--- src/inc/tpv_regs.svh ---
// Register offsets, field positions, reset values and trap vector constants
`ifndef TPV_REGS_SVH
`define TPV_REGS_SVH

// ==========================================
// Register byte offsets
`define TPV_OFF_REQ        12'h000
`define TPV_OFF_STATUS     12'h004
`define TPV_OFF_CTRL       12'h008
`define TPV_OFF_VECTOR     12'h00C
`define TPV_OFF_IRQ_STAT   12'h010
`define TPV_OFF_IRQ_MASK   12'h014

// ==========================================
// Control register fields
`define TPV_CTRL_FILE_ADAPTER  0
`define TPV_CTRL_SUPPRESS      1
`define TPV_CTRL_RESET         2'h0

// ==========================================
// Status byte fields
`define TPV_SYS_RETRY_BIT      1
`define TPV_SYS_MCHK_BIT       2

// ==========================================
// Trap vector bases
`define TPV_VEC_MCHK       16'hD000
`define TPV_VEC_MCHK_IO    16'hD010
`define TPV_VEC_RETRY      16'hD200
`define TPV_VEC_CPU_HIGH   16'hD300
`define TPV_VEC_ADAPTER    16'hD120
`define TPV_VEC_SEL_IFA    16'hD100
`define TPV_VEC_MUX        16'hD400
`define TPV_VEC_ADP_RET    16'hD480
`define TPV_VEC_STORE_DSP  16'hD840
`define TPV_VEC_CPU_LOW    16'hD800
`define TPV_VEC_SINGLE     16'hDC00

// ==========================================
// Response codes
`define TPV_RESP_OKAY      2'h0
`define TPV_RESP_SLVERR    2'h2

`endif

--- src/inc/tpv_pkg.sv ---
// Types shared by the trap priority and vectoring block
package tpv_pkg;
    typedef logic [7:0]  tpv_req_t;    // One bit per trap source
    typedef logic [15:0] tpv_addr_t;   // Control storage address
    typedef logic [1:0]  tpv_sub_t;    // Sub-condition select
    typedef enum logic [1:0] {
        TPV_LOW_NONE,
        TPV_LOW_PROTECT,
        TPV_LOW_ADDR_CHECK,
        TPV_LOW_ADJUST
    } tpv_low_t;
endpackage

--- src/inc/tpv_vec_if.sv ---
// Interface carrying the selected trap from the vector encoder
`timescale 1ns/1ps
interface tpv_vec_if;
    import tpv_pkg::*;
    logic      take;     // A trap is selected this cycle
    tpv_addr_t addr;     // Its vector address
    logic [2:0] source;  // Request bit selected
    modport enc (output take, output addr, output source);
    modport top (input take, input addr, input source);
endinterface

--- src/rtl/tpv_vector_enc.sv ---
// Combinational priority and vector encoder for pending trap requests
`timescale 1ns/1ps
module tpv_vector_enc (
    input  tpv_pkg::tpv_req_t  pending,
    input  tpv_pkg::tpv_req_t  held,
    input  tpv_pkg::tpv_sub_t  subSel [8],
    input  wire logic          mchkWithIo,
    input  wire logic [7:0]    statusByte,
    input  wire logic          fileAdapter,
    input  wire logic          suppressAll,
    tpv_vec_if.enc             vec
);
    import tpv_pkg::*;
`include "tpv_regs.svh"

    // ==========================================
    // Blocking mask derived from held request bits
    function automatic tpv_req_t block_mask(input tpv_req_t h);
        tpv_req_t m;
        m = 8'h00;
        if (h[1]) m = m | 8'hFC;
        if (h[2]) m = m | 8'h04;
        if (h[3]) m = m | 8'h78;
        if (h[4]) m = m | 8'h70;
        if (h[5]) m = m | 8'h60;
        if (h[6]) m = m | 8'h40;
        if (h[7]) m = m | 8'h80;
        return m;
    endfunction

    // Base plus four times a sub-condition
    function automatic tpv_addr_t offs(input tpv_addr_t b, input tpv_sub_t s);
        return b + {12'h000, s, 2'b00};
    endfunction

    tpv_req_t live;   // Requests that may be taken

    // ==========================================
    // Priority select and vector build
    always_comb begin
        live = pending & ~block_mask(held)
               & (fileAdapter ? 8'hFF : 8'hEF);
        vec.take = 1'b0;
        vec.addr = 16'h0000;
        vec.source = 3'h0;
        if (!suppressAll) begin
            for (int i = 7; i >= 0; i--) begin
                if (live[i]) begin
                    vec.take = 1'b1;
                    vec.source = 3'(i);
                end
            end
        end
        unique case (vec.source)
            3'h0: begin
                vec.addr = offs(mchkWithIo ? `TPV_VEC_MCHK_IO : `TPV_VEC_MCHK,
                    {statusByte[`TPV_SYS_MCHK_BIT], held[0]});
            end
            3'h1: begin
                vec.addr = offs(`TPV_VEC_RETRY,
                    {statusByte[`TPV_SYS_RETRY_BIT], held[1]});
            end
            3'h2: vec.addr = offs(`TPV_VEC_CPU_HIGH, subSel[2]);
            3'h3: vec.addr = offs(`TPV_VEC_ADAPTER, subSel[3]);
            3'h4: vec.addr = offs(`TPV_VEC_SEL_IFA, subSel[4]);
            3'h5: vec.addr = `TPV_VEC_MUX;
            3'h6: vec.addr = offs(`TPV_VEC_ADP_RET, subSel[6]);
            3'h7: vec.addr = `TPV_VEC_STORE_DSP;
        endcase
    end
endmodule

--- src/rtl/tpv_trap_ctrl.sv ---
// Trap request register, priority vectoring and AXI4-Lite register slave
// Behaviour
// - Machine check vectors by I/O, held bit and status
// - Retry vectors base, plus four, plus twelve
// - Retry during retry operation goes base+8
// - CPU-high sub-conditions map to four vectors
// - File adapter sub-conditions map to vectors
// - No adapter: selector channels use bit three
// - Adapter present: selectors use bit four
// - CPU-low faults vector to fixed offsets
// - Single-cycle or soft compare vectors fixed
// - Held request bits block lower requests; in the code held 0 and 2 block none below and 3-6 do not block 7
// - Suppress line stops every trap taken
//
// Added by the designer: the address map and the AXI4-Lite interface to the registers.
`timescale 1ns/1ps
module tpv_trap_ctrl #(
    parameter int ADDR_W = 12
) (
    input  wire logic            sys_clk,
    input  wire logic            rst_b,
    // Requesters
    input  tpv_pkg::tpv_req_t    reqIn,
    input  wire logic [15:0]     reqSub,
    input  wire logic            mchkWithIo,
    input  tpv_pkg::tpv_low_t    cpuLowFault,
    input  wire logic            cpuLowWithIo,
    input  wire logic            singleCycleIo,
    input  wire logic            softCompareMatch,
    input  wire logic            suppressLine,
    // Sequencer side
    input  tpv_pkg::tpv_req_t    trapDone,
    output logic                 trapTake,
    output tpv_pkg::tpv_addr_t   trapAddr,
    output logic                 irq,
    // AXI4-Lite slave
    input  wire logic [ADDR_W-1:0] s_axi_awaddr,
    input  wire logic            s_axi_awvalid,
    output logic                 s_axi_awready,
    input  wire logic [31:0]     s_axi_wdata,
    input  wire logic [3:0]      s_axi_wstrb,
    input  wire logic            s_axi_wvalid,
    output logic                 s_axi_wready,
    output logic [1:0]           s_axi_bresp,
    output logic                 s_axi_bvalid,
    input  wire logic            s_axi_bready,
    input  wire logic [ADDR_W-1:0] s_axi_araddr,
    input  wire logic            s_axi_arvalid,
    output logic                 s_axi_arready,
    output logic [31:0]          s_axi_rdata,
    output logic [1:0]           s_axi_rresp,
    output logic                 s_axi_rvalid,
    input  wire logic            s_axi_rready
);
    import tpv_pkg::*;
`include "tpv_regs.svh"

    // Upper address bits above the map must exist for the range check
    if (ADDR_W < 6) begin : g_addr_check
        $error("ADDR_W too small for register map");
    end

    // ==========================================
    // State
    tpv_req_t   held;            // Requests being serviced
    logic [7:0] statusByte;      // System status byte
    logic [1:0] ctrl;            // Adapter fitted, suppress
    logic [2:0] irqStat;         // Trap, low trap, fixed trap events
    logic [2:0] irqMask;         // Interrupt enables
    tpv_sub_t   subSel [8];      // Per-source sub-condition
    tpv_vec_if  vec ();          // Encoder result
    logic       lowTake;         // CPU-low trap this cycle
    logic       fixTake;         // Fixed-address trap this cycle
    logic       suppress;        // Any suppress source
    logic       awHeld;          // Write address captured
    logic       wHeld;           // Write data captured
    logic [ADDR_W-1:0] awAddr;   // Captured write address
    logic [31:0] wData;          // Captured write data
    logic [3:0] wStrb;           // Captured strobes
    logic       doWrite;         // Both halves present

    always_comb begin
        for (int i = 0; i < 8; i++) subSel[i] = reqSub[2*i +: 2];
    end

    assign suppress = suppressLine | ctrl[`TPV_CTRL_SUPPRESS];
    assign lowTake = !suppress && cpuLowFault != TPV_LOW_NONE
                     && !(cpuLowWithIo && cpuLowFault == TPV_LOW_ADJUST);
    assign fixTake = !suppress && (singleCycleIo | softCompareMatch);
    assign doWrite = awHeld && wHeld && !s_axi_bvalid;

    // Write strike on one register; upper address bits must be clear
    function automatic logic wr_hit(input logic [11:0] off);
        return doWrite && wStrb[0] && awAddr[ADDR_W-1:5] == '0 && awAddr[4:0] == off[4:0];
    endfunction

    // ==========================================
    // Encoder
    tpv_vector_enc u_enc (
        .pending     (reqIn),
        .held        (held),
        .subSel      (subSel),
        .mchkWithIo  (mchkWithIo),
        .statusByte  (statusByte),
        .fileAdapter (ctrl[`TPV_CTRL_FILE_ADAPTER]),
        .suppressAll (suppress),
        .vec         (vec)
    );

    // ==========================================
    // Request register: set on take, cleared by sequencer
    always_ff @(posedge sys_clk) begin
        if (!rst_b) begin
            held <= 8'h00;
        end else begin
            held <= (held & ~trapDone)
                    | (vec.take ? tpv_req_t'(8'h01 << vec.source) : 8'h00);
        end
    end

    // ==========================================
    // Vector output; request bits win over low and fixed traps
    always_ff @(posedge sys_clk) begin
        if (!rst_b) begin
            trapTake <= 1'b0;
            trapAddr <= 16'h0000;
        end else begin
            trapTake <= vec.take | lowTake | fixTake;
            if (vec.take) begin
                trapAddr <= vec.addr;
            end else if (lowTake) begin
                trapAddr <= `TPV_VEC_CPU_LOW
                    + {11'h000, cpuLowWithIo, cpuLowFault, 2'b00};
            end else if (fixTake) begin
                trapAddr <= `TPV_VEC_SINGLE;
            end
        end
    end

    // ==========================================
    // Status byte: hardware sets machine-check and retry flags
    always_ff @(posedge sys_clk) begin
        if (!rst_b) begin
            statusByte <= 8'h00;
        end else begin
            if (wr_hit(`TPV_OFF_STATUS)) begin
                statusByte <= wData[7:0];
            end
            if (vec.take && vec.source == 3'h0) begin
                statusByte[`TPV_SYS_MCHK_BIT] <= 1'b1;
            end
            if (vec.take && vec.source == 3'h1) begin
                statusByte[`TPV_SYS_RETRY_BIT] <= 1'b1;
            end
        end
    end

    // ==========================================
    // Control register
    always_ff @(posedge sys_clk) begin
        if (!rst_b) begin
            ctrl <= `TPV_CTRL_RESET;
        end else if (wr_hit(`TPV_OFF_CTRL)) begin
            ctrl <= wData[1:0];
        end
    end

    // ==========================================
    // Interrupt status, set wins over write-one clear
    always_ff @(posedge sys_clk) begin
        if (!rst_b) begin
            irqStat <= 3'h0;
            irqMask <= 3'h0;
        end else begin
            if (wr_hit(`TPV_OFF_IRQ_MASK)) begin
                irqMask <= wData[2:0];
            end
            irqStat <= (irqStat
                & ~(wr_hit(`TPV_OFF_IRQ_STAT) ? wData[2:0] : 3'h0))
                | {fixTake, lowTake, vec.take};
        end
    end

    always_ff @(posedge sys_clk) begin
        if (!rst_b) irq <= 1'b0;
        else irq <= |(irqStat & irqMask);
    end

    // ==========================================
    // AXI write channel: address and data in any order
    always_ff @(posedge sys_clk) begin
        if (!rst_b) begin
            awHeld <= 1'b0;
            wHeld <= 1'b0;
            awAddr <= '0;
            wData <= 32'h0000_0000;
            wStrb <= 4'h0;
            s_axi_awready <= 1'b0;
            s_axi_wready <= 1'b0;
            s_axi_bvalid <= 1'b0;
            s_axi_bresp <= `TPV_RESP_OKAY;
        end else begin
            s_axi_awready <= !awHeld && !s_axi_awready && s_axi_awvalid;
            s_axi_wready <= !wHeld && !s_axi_wready && s_axi_wvalid;
            if (s_axi_awvalid && s_axi_awready) begin
                awHeld <= 1'b1;
                awAddr <= s_axi_awaddr;
            end
            if (s_axi_wvalid && s_axi_wready) begin
                wHeld <= 1'b1;
                wData <= s_axi_wdata;
                wStrb <= s_axi_wstrb;
            end
            if (doWrite) begin
                awHeld <= 1'b0;
                wHeld <= 1'b0;
                s_axi_bvalid <= 1'b1;
                s_axi_bresp <= (awAddr[ADDR_W-1:5] == '0 && awAddr[1:0] == 2'b00
                    && (awAddr[4:0] == `TPV_OFF_STATUS || awAddr[4:0] == `TPV_OFF_CTRL
                     || awAddr[4:0] == `TPV_OFF_IRQ_STAT
                     || awAddr[4:0] == `TPV_OFF_IRQ_MASK))
                    ? `TPV_RESP_OKAY : `TPV_RESP_SLVERR;
            end else if (s_axi_bvalid && s_axi_bready) begin
                s_axi_bvalid <= 1'b0;
            end
        end
    end

    // ==========================================
    // AXI read channel
    always_ff @(posedge sys_clk) begin
        if (!rst_b) begin
            s_axi_arready <= 1'b0;
            s_axi_rvalid <= 1'b0;
            s_axi_rdata <= 32'h0000_0000;
            s_axi_rresp <= `TPV_RESP_OKAY;
        end else begin
            s_axi_arready <= !s_axi_rvalid && !s_axi_arready && s_axi_arvalid;
            if (s_axi_arvalid && s_axi_arready) begin
                s_axi_rvalid <= 1'b1;
                s_axi_rresp <= `TPV_RESP_OKAY;
                s_axi_rdata <= 32'h0000_0000;
                if (s_axi_araddr[ADDR_W-1:5] != '0) begin
                    s_axi_rresp <= `TPV_RESP_SLVERR;
                end else begin
                    unique case (s_axi_araddr[4:0])
                        `TPV_OFF_REQ:      s_axi_rdata <= {24'h0, held};
                        `TPV_OFF_STATUS:   s_axi_rdata <= {24'h0, statusByte};
                        `TPV_OFF_CTRL:     s_axi_rdata <= {30'h0, ctrl};
                        `TPV_OFF_VECTOR:   s_axi_rdata <= {15'h0, trapTake, trapAddr};
                        `TPV_OFF_IRQ_STAT: s_axi_rdata <= {29'h0, irqStat};
                        `TPV_OFF_IRQ_MASK: s_axi_rdata <= {29'h0, irqMask};
                        default:           s_axi_rresp <= `TPV_RESP_SLVERR;
                    endcase
                end
            end else if (s_axi_rvalid && s_axi_rready) begin
                s_axi_rvalid <= 1'b0;
            end
        end
    end
endmodule

--- config.mk ---
export PLATFORM = sky130hd
export DESIGN_NAME = tpv_trap_ctrl
export DESIGN_NICKNAME = d
export VERILOG_FILES = /design/src/inc/tpv_pkg.sv /design/src/inc/tpv_vec_if.sv /design/src/rtl/tpv_vector_enc.sv /design/src/rtl/tpv_trap_ctrl.sv
export VERILOG_INCLUDE_DIRS = /design/src /design/src/inc
export SDC_FILE = /design/constraint.sdc
export NUM_CORES = 1
export LEC_CHECK = 0
export ABC_CLOCK_PERIOD_IN_PS = 2700
export BUFFER_PORTS_ARGS = -buffer_cell sky130_fd_sc_hd__buf_2
export CORE_AREA = 4 4 92 94
export CTS_BUF_LIST = sky130_fd_sc_hd__clkbuf_4 sky130_fd_sc_hd__clkbuf_8
export CTS_CLUSTER_DIAMETER = 80
export DETAILED_ROUTE_END_ITERATION = 10
export DIE_AREA = 0 0 96 98
export HOLD_SLACK_MARGIN = 0.06
export PLACE_DENSITY = 0.79
export SLEW_MARGIN = 20
export SYNTH_ARGS = -nofsm -noshare
export SYNTH_HDL_FRONTEND = slang
export SYNTH_SLANG_ARGS = --single-unit
--- constraint.sdc ---
create_clock -name sys_clk -period 2.7 [get_ports sys_clk]
set_input_delay 0.405 -clock sys_clk [delete_from_list [all_inputs] [get_ports sys_clk]]
set_output_delay 0.405 -clock sys_clk [all_outputs]
set_load 0.005 [all_outputs]
==> run summary, run 1 <==
Status -> finished, final reports clean
Post-CTS setup buffer count -> 0
# IOs -> 165
CTS root buffer -> clkbuf_8
CTS Buffer Depth -> 2
RSZ-0062 raised after global routing -> no
Setup WS post-layout -> 0.580 ns
Fin. max-slew vios -> 0
Critical Path RT -> 2.94 ns
Yosys warns -> 0
Largest net degree at the start of global routing -> 31
CTS Hold Buffers Added -> 0
Ratio of cells with drive above 1 in the final layout -> 27.6%
Cell Area, Synth -> 3700 um^2
Post-Syn Instances -> 435
Slew margin rel. -> 47.6%
Critical path startpoint category -> register
Internal -> 0.00177 W
Peak supply drop -> 0.326 mV
R2r startpoint -> held[3]
DRT antenna net count -> 0
Sink Count -> 81
Gate power share -> 10.4%
Number of enable flip-flop cells after synthesis -> 0
Worst Setup SP -> held[3]
Detailed Route Iter0 Violations -> 185
CTS tree -> yes
Cell area after layout -> 4420 um^2
Global-route wire length before repair -> 15200 um
Wire per inst -> 15.1 um
Final RePlAce weighted congestion -> 0.948
Leakage -> 1.90 nW
Top cells by count, synth -> dfxtp_1, nand2_1, a21oi_1
# nets final -> 640
Die height -> 98 um
Post_cts resized -> 0
Yosys top cell area share -> 43.8%
Post-synth top area cell -> dfxtp_1
Setup WS pre-CTS -> 0.543 ns
PortBufs -> 108
Worst Tran Pin Value -> 0.787 ns
Final Hold Vio Count -> 0
Hold crit path type -> in2reg
Antenna violations before repair -> 0
H-tree Lvls -> 3
CTS Buf Count -> 9
Hold Slack -> 0.280 ns
CP arrival -> 2.37 ns
R2R Setup Slk -> 0.58 ns
Clk_skew -> 0.0112 ns
R2R cell count -> 5
Chip width -> 96 um
Synth top area cells -> dfxtp_1, nand2_1, a21oi_1, buf_4, nor2_1
Maximum fanout along the worst path -> 11
Crit path kind -> reg2reg
Vias -> 3378
F_max -> 0.472 GHz
Async SR Flop Fraction -> 0%
Sequential Power Share -> 52.3%
Number of max-cap violations -> 0
Critical R2R Capture -> trapAddr[3]
Post-route DRC -> 0
Final setup fails -> 0
Clk pwr share -> 37.2%
Initial Util -> 48.4%
Most frequent cell after synthesis -> dfxtp_1
Syn Area/Cell -> 8.51 um^2
Total grt overflow -> 0
Routed WL -> 9680 um
Pre-antenna DRT Iters -> 6
Tot GR Track Use -> 20.5%
Post-DP HPWL -> 7510 um
Switching power total -> 0.000631 W
Crit. End Element -> register
Setup TNS -> 0 ns
Synth Register Bits -> 81
Ant. Diodes -> 0
Full die area -> 9410 um^2
Fin util -> 57.8%
Cell area after placement -> 4220 um^2
Seq/Total Area, Yosys -> 43.8%
Clk Latency, worst-skew pair -> 0.35 ns
Most used DFF post-synth -> dfxtp_1
Net Sw Frac -> 26.3%
Vias in the first global route -> 3175
Critical Path Sink -> trapAddr[3]
Clock-pin slew on the worst setup and hold paths -> 0.09 ns
Area growth, synth to finish -> 19.3%
Final worst path period need -> 2.12 ns
Vias per inst -> 5.27
Rows -> 32
Placeable Area -> 7650 um^2
Count of cell types in the netlist -> 59
PwrDens -> 544 nW/um^2
Fin crit share -> 78.5%
-- critical path: stages (launching register included) --
cell      delay, ns
dfxtp_1        0.35
or2_2          0.34
o21bai_1       0.16
a21oi_1        0.64
o21ai_0        0.22
o31a_1         0.30
-- flip-flops by register name (all words and copies together) (netlist names), 2 cells and up --
signal	count
held	8
ctrl	2
wData	8
s_axi_rdata	14
irqStat	3
irqMask	3
trapAddr	11
statusByte	8
awAddr	12
-- stage by stage --
step,instances,power [W]
floorplan,455,0.00145
global placement,625,0.00153
detailed placement,625,0.00153
CTS,641,0.00242
global route,641,0.00250
finish,641,0.00240
-- per-layer routing --
layer,vias to the layer above,track usage (%),part of all wire (%)
li1,1667,-,-
met1,1572,25.7,42
met2,122,35.2,50
met5,-,0,0
met3,17,4.31,6.0
met4,0,5.80,1.6
-- power groups by stage --
stage | sequential [W] | clock (W) | combinational [W]
floorplan | 0.00128 | 0 | 0.000170
global placement | 0.00128 | 0 | 0.000245
detailed placement | 0.00128 | 0 | 0.000249
CTS | 0.00126 | 0.000909 | 0.000250
global route | 0.00126 | 0.000961 | 0.000280
finish | 0.00126 | 0.000895 | 0.000251
-- logic make-up after synthesis --
kind of cell / count (synthesis) / share of synthesized area (%)
other: 1 / 0.101
flip-flops: 81 / 43.8
buffers and inverters: 53 / 8.04
XOR/XNOR: 1 / 0.237
AO/OA/AOI/OAI: 105 / 18.5
AND/OR/NAND/NOR: 178 / 23.9
multiplexers: 16 / 5.44
-- placed cells by master, fill, tap and decap left out, types with 6 or more instances in the layout --
master,synthesis,final
inv_1,8,7
nor3_1,6,6
and2_1,8,8
nand2b_1,15,15
conb_1,1,21
nor2_1,41,41
a21oi_1,47,47
a22oi_1,6,6
o21ai_0,19,19
nand2_1,72,72
nand3_1,8,8
dfxtp_1,81,81
a222oi_1,6,6
buf_2,0,108
clkbuf_8,0,9
mux2i_1,13,13
-- worst min path at each step --
stage / cells after the start / slack (ns) / startpoint / to
finish: 3 / 0.28 / s_axi_awaddr[7] / awAddr[7]
global route: 3 / 0.27 / s_axi_awaddr[11] / awAddr[11]
CTS: 3 / 0.27 / s_axi_awaddr[7] / awAddr[7]
detailed placement: 1 / 0.45 / s_axi_rvalid / s_axi_arready
global placement: 1 / 0.43 / s_axi_rvalid / s_axi_arready
floorplan: 2 / 0.44 / awAddr[6] / awAddr[6]
-- area by class of cell --
type / count / area, um^2
clock buffers: 9 / 124
repair buffers: 113 / 578
multi-input cells: 321 / 1860
flip-flops and latches: 81 / 1620
inverters: 8 / 30.0
well taps: 102 / 128
clock inverters: 7 / 77.6
fillers: 734 / 3230
No activity file was read; power rests on OpenSTA's default activity.
==> run 2, diff against run 1 <==
--- a/config.mk
+++ b/config.mk
@@ -6,7 +6,7 @@
 export SDC_FILE = /design/constraint.sdc
 export NUM_CORES = 1
 export LEC_CHECK = 0
-export ABC_CLOCK_PERIOD_IN_PS = 2700
+export ABC_CLOCK_PERIOD_IN_PS = 2000
 export BUFFER_PORTS_ARGS = -buffer_cell sky130_fd_sc_hd__buf_2
 export CORE_AREA = 4 4 92 94
 export CTS_BUF_LIST = sky130_fd_sc_hd__clkbuf_4 sky130_fd_sc_hd__clkbuf_8
==> constraint.sdc (replaced) <==
create_clock -name sys_clk -period 2 [get_ports sys_clk]
set_input_delay 0.3 -clock sys_clk [delete_from_list [all_inputs] [get_ports sys_clk]]
set_output_delay 0.3 -clock sys_clk [all_outputs]
set_load 0.005 [all_outputs]
==> run 2 against run 1 <==
Net effect:
- global-route usage shrank 0.56 points
- largest power group unchanged
- combinational power grew 45%
- utilization grew 1.9 points
- sequential share of layout area shrank 1.2 points
==> run summary, run 2 (synthesized netlist as in run 1, its figures left out) <==
Ratio of cells with drive above 1 in the final layout -> 30.1% (+2.4 points)
Most common cell after layout, fill and taps aside -> buf_2
Total grt overflow -> 0 (unchanged)
Die height -> 98 um (unchanged)
Chip width -> 96 um (unchanged)
Net Sw Frac -> 24.0% (-2.3 points)
Vias -> 3437 (+1.7%)
Maximum fanout along the worst path -> 7 (-4)
PortBufs -> 108 (unchanged)
Worst Tran Pin Value -> 0.529 ns (-0.258 ns)
# nets final -> 653 (+2.0%)
Crit-path cells -> or3_1, a21oi_4, o41ai_4, and3_1, o31a_1
Clk pwr share -> 39.1% (+1.9 points)
Sink Count -> 81 (unchanged)
Slew margin rel. -> 64.6% (+17 points)
Sequential Power Share -> 50.2% (-2.1 points)
CTS root buffer -> clkbuf_8
Hold crit path type -> in2reg
CP arrival -> 2.20 ns (-0.17 ns)
DRT antenna net count -> 0 (unchanged)
# IOs -> 165 (unchanged)
Buf/Inv on CP -> 0 (unchanged)
CP max stage cell -> or3_1
Setup TNS -> 0 ns (unchanged)
Largest registers -> s_axi_rdata x14, awAddr x12, trapAddr x11
Crit. End Element -> register
Initial Util -> 48.4% (unchanged)
Antenna violations before repair -> 0 (unchanged)
RSZ-0062 raised after global routing -> no
Fin crit share -> 97.7% (+19 points)
Peak supply drop -> 0.481 mV (+47%)
Hold Slack -> 0.182 ns (-0.0983 ns)
Critical path startpoint category -> register
Crit path kind -> reg2reg
Detailed Route Iter0 Violations -> 186 (+0.54%)
Clk_skew -> 0.0105 ns (-0.000759 ns)
Internal -> 0.00257 W (+45%)
CTS Buffer Depth -> 2 (unchanged)
Rows -> 32 (unchanged)
Worst path max stage delay -> 0.44 ns (-0.20 ns)
CTS tree -> yes
Area growth, synth to finish -> 23.3%
Switching power total -> 0.000813 W (+29%)
Post-CTS setup buffer count -> 0 (unchanged)
F_max -> 0.512 GHz (+8.5%)
Clock-pin slew on the worst setup and hold paths -> 0.08 ns (about the same)
Placeable Area -> 7650 um^2 (unchanged)
Tot GR Track Use -> 20.0% (-0.56 points)
Max FFs per register -> 14 (unchanged)
PwrDens -> 741 nW/um^2 (+36%)
Largest register by flop count -> s_axi_rdata
Vias in the first global route -> 3053 (-3.8%)
Wire per inst -> 14.9 um (-1.5%)
Global-route wire length before repair -> 14600 um (-3.4%)
Multi-input gate area -> 1870 um^2 (+0.88%)
Post-route DRC -> 0 (unchanged)
Fin. max-slew vios -> 0 (unchanged)
Final setup fails -> 0 (unchanged)
Routed WL -> 9720 um (+0.45%)
Critical Path RT -> 2.25 ns (-0.69 ns)
Ant. Diodes -> 0 (unchanged)
Final RePlAce weighted congestion -> 0.921 (-2.8%)
Fillers -> 704 (-4.1%)
Largest net degree at the start of global routing -> 47 (+52%)
Status -> finished, final reports clean
Clk Latency, worst-skew pair -> 0.35 ns (about the same)
Number of max-cap violations -> 0 (unchanged)
Reg area -> 1620 um^2 (unchanged)
Pre-antenna DRT Iters -> 5 (-1)
Leakage -> 1.99 nW (+4.7%)
H-tree Lvls -> 3 (unchanged)
Post-DP HPWL -> 7580 um (+0.92%)
Gate power share -> 10.7% (+0.3 points)
Final worst path period need -> 1.95 ns (-0.166 ns)
Full die area -> 9410 um^2 (unchanged)
Most frequent cells in the layout -> buf_2, dfxtp_1, nand2_1
Vias per inst -> 5.26 (-0.28%)
Top cell family by delay on the critical path -> compound AO/OA/AOI/OAI gates
CTS Buf Count -> 9 (unchanged)
Final Hold Vio Count -> 0 (unchanged)
run 2: final timing paths:
check | from | cells after the start | slack, ns | end
worst max-delay path | held[4] | 5 | 0.05 | trapAddr[3]
worst min-delay path | s_axi_wdata[0] | 3 | 0.18 | wData[0]
worst max register to register | held[4] | 5 | 0.05 | trapAddr[3]
worst min register to register | s_axi_rvalid | 1 | 0.45 | s_axi_arready
run 2: tightest hold or removal path, cell delays in order:
cell     delay, ns
buf_2         0.10
nand2_1       0.04
a21oi_1       0.05
run 2: routing by layer:
layer	part of all wire, %	GRT usage, %
met4	1.5	6.35
met5	0	0
met1	43	25.5
met3	6.3	5.08
met2	50	32.7
run 2: cell type report:
| class | count | share of cell area [%] |
|---|---|---|
| flip-flops and latches | 81 | 35.5 |
| clock inverters | 5 | 1.73 |
| inverters | 8 | 0.658 |
| multi-input cells | 321 | 41.1 |
| clock buffers | 11 | 3.18 |
| repair buffers | 126 | 15.1 |
| well taps | 102 | 2.80 |
run 2: power by group through the flow:
| stage | clock network (W) | registers (W) | logic, W |
|---|---|---|---|
| global route | 0.00140 | 0.00170 | 0.000399 |
| finish | 0.00132 | 0.00170 | 0.000363 |
| floorplan | 0 | 0.00172 | 0.000229 |
| global placement | 0 | 0.00173 | 0.000350 |
| CTS | 0.00135 | 0.00170 | 0.000357 |
| detailed placement | 0 | 0.00173 | 0.000356 |
run 2: through the flow:
| step | util [%] | setup slack [ns] | instance area [um^2] | cells | power [W] |
|---|---|---|---|---|---|
| after CTS | 59.5 | 0.0468 | 4550 | 654 | 0.00340 |
| after global routing | 59.7 | 0.00236 | 4570 | 654 | 0.00351 |
| final | 59.7 | 0.0458 | 4570 | 654 | 0.00338 |
| after floorplan | - | 0.141 | 3780 | 455 | 0.00195 |
| after detailed placement | 56.6 | 0.0595 | 4330 | 638 | 0.00209 |
| after global placement | 56.6 | 0.0887 | 4330 | 638 | 0.00208 |
run 2: repair_timing:
item / in CTS / in global routing
endpoints found under the setup margin: 0 / 5
gates resized for setup: 0 / 4
hold buffers: 0 / 0
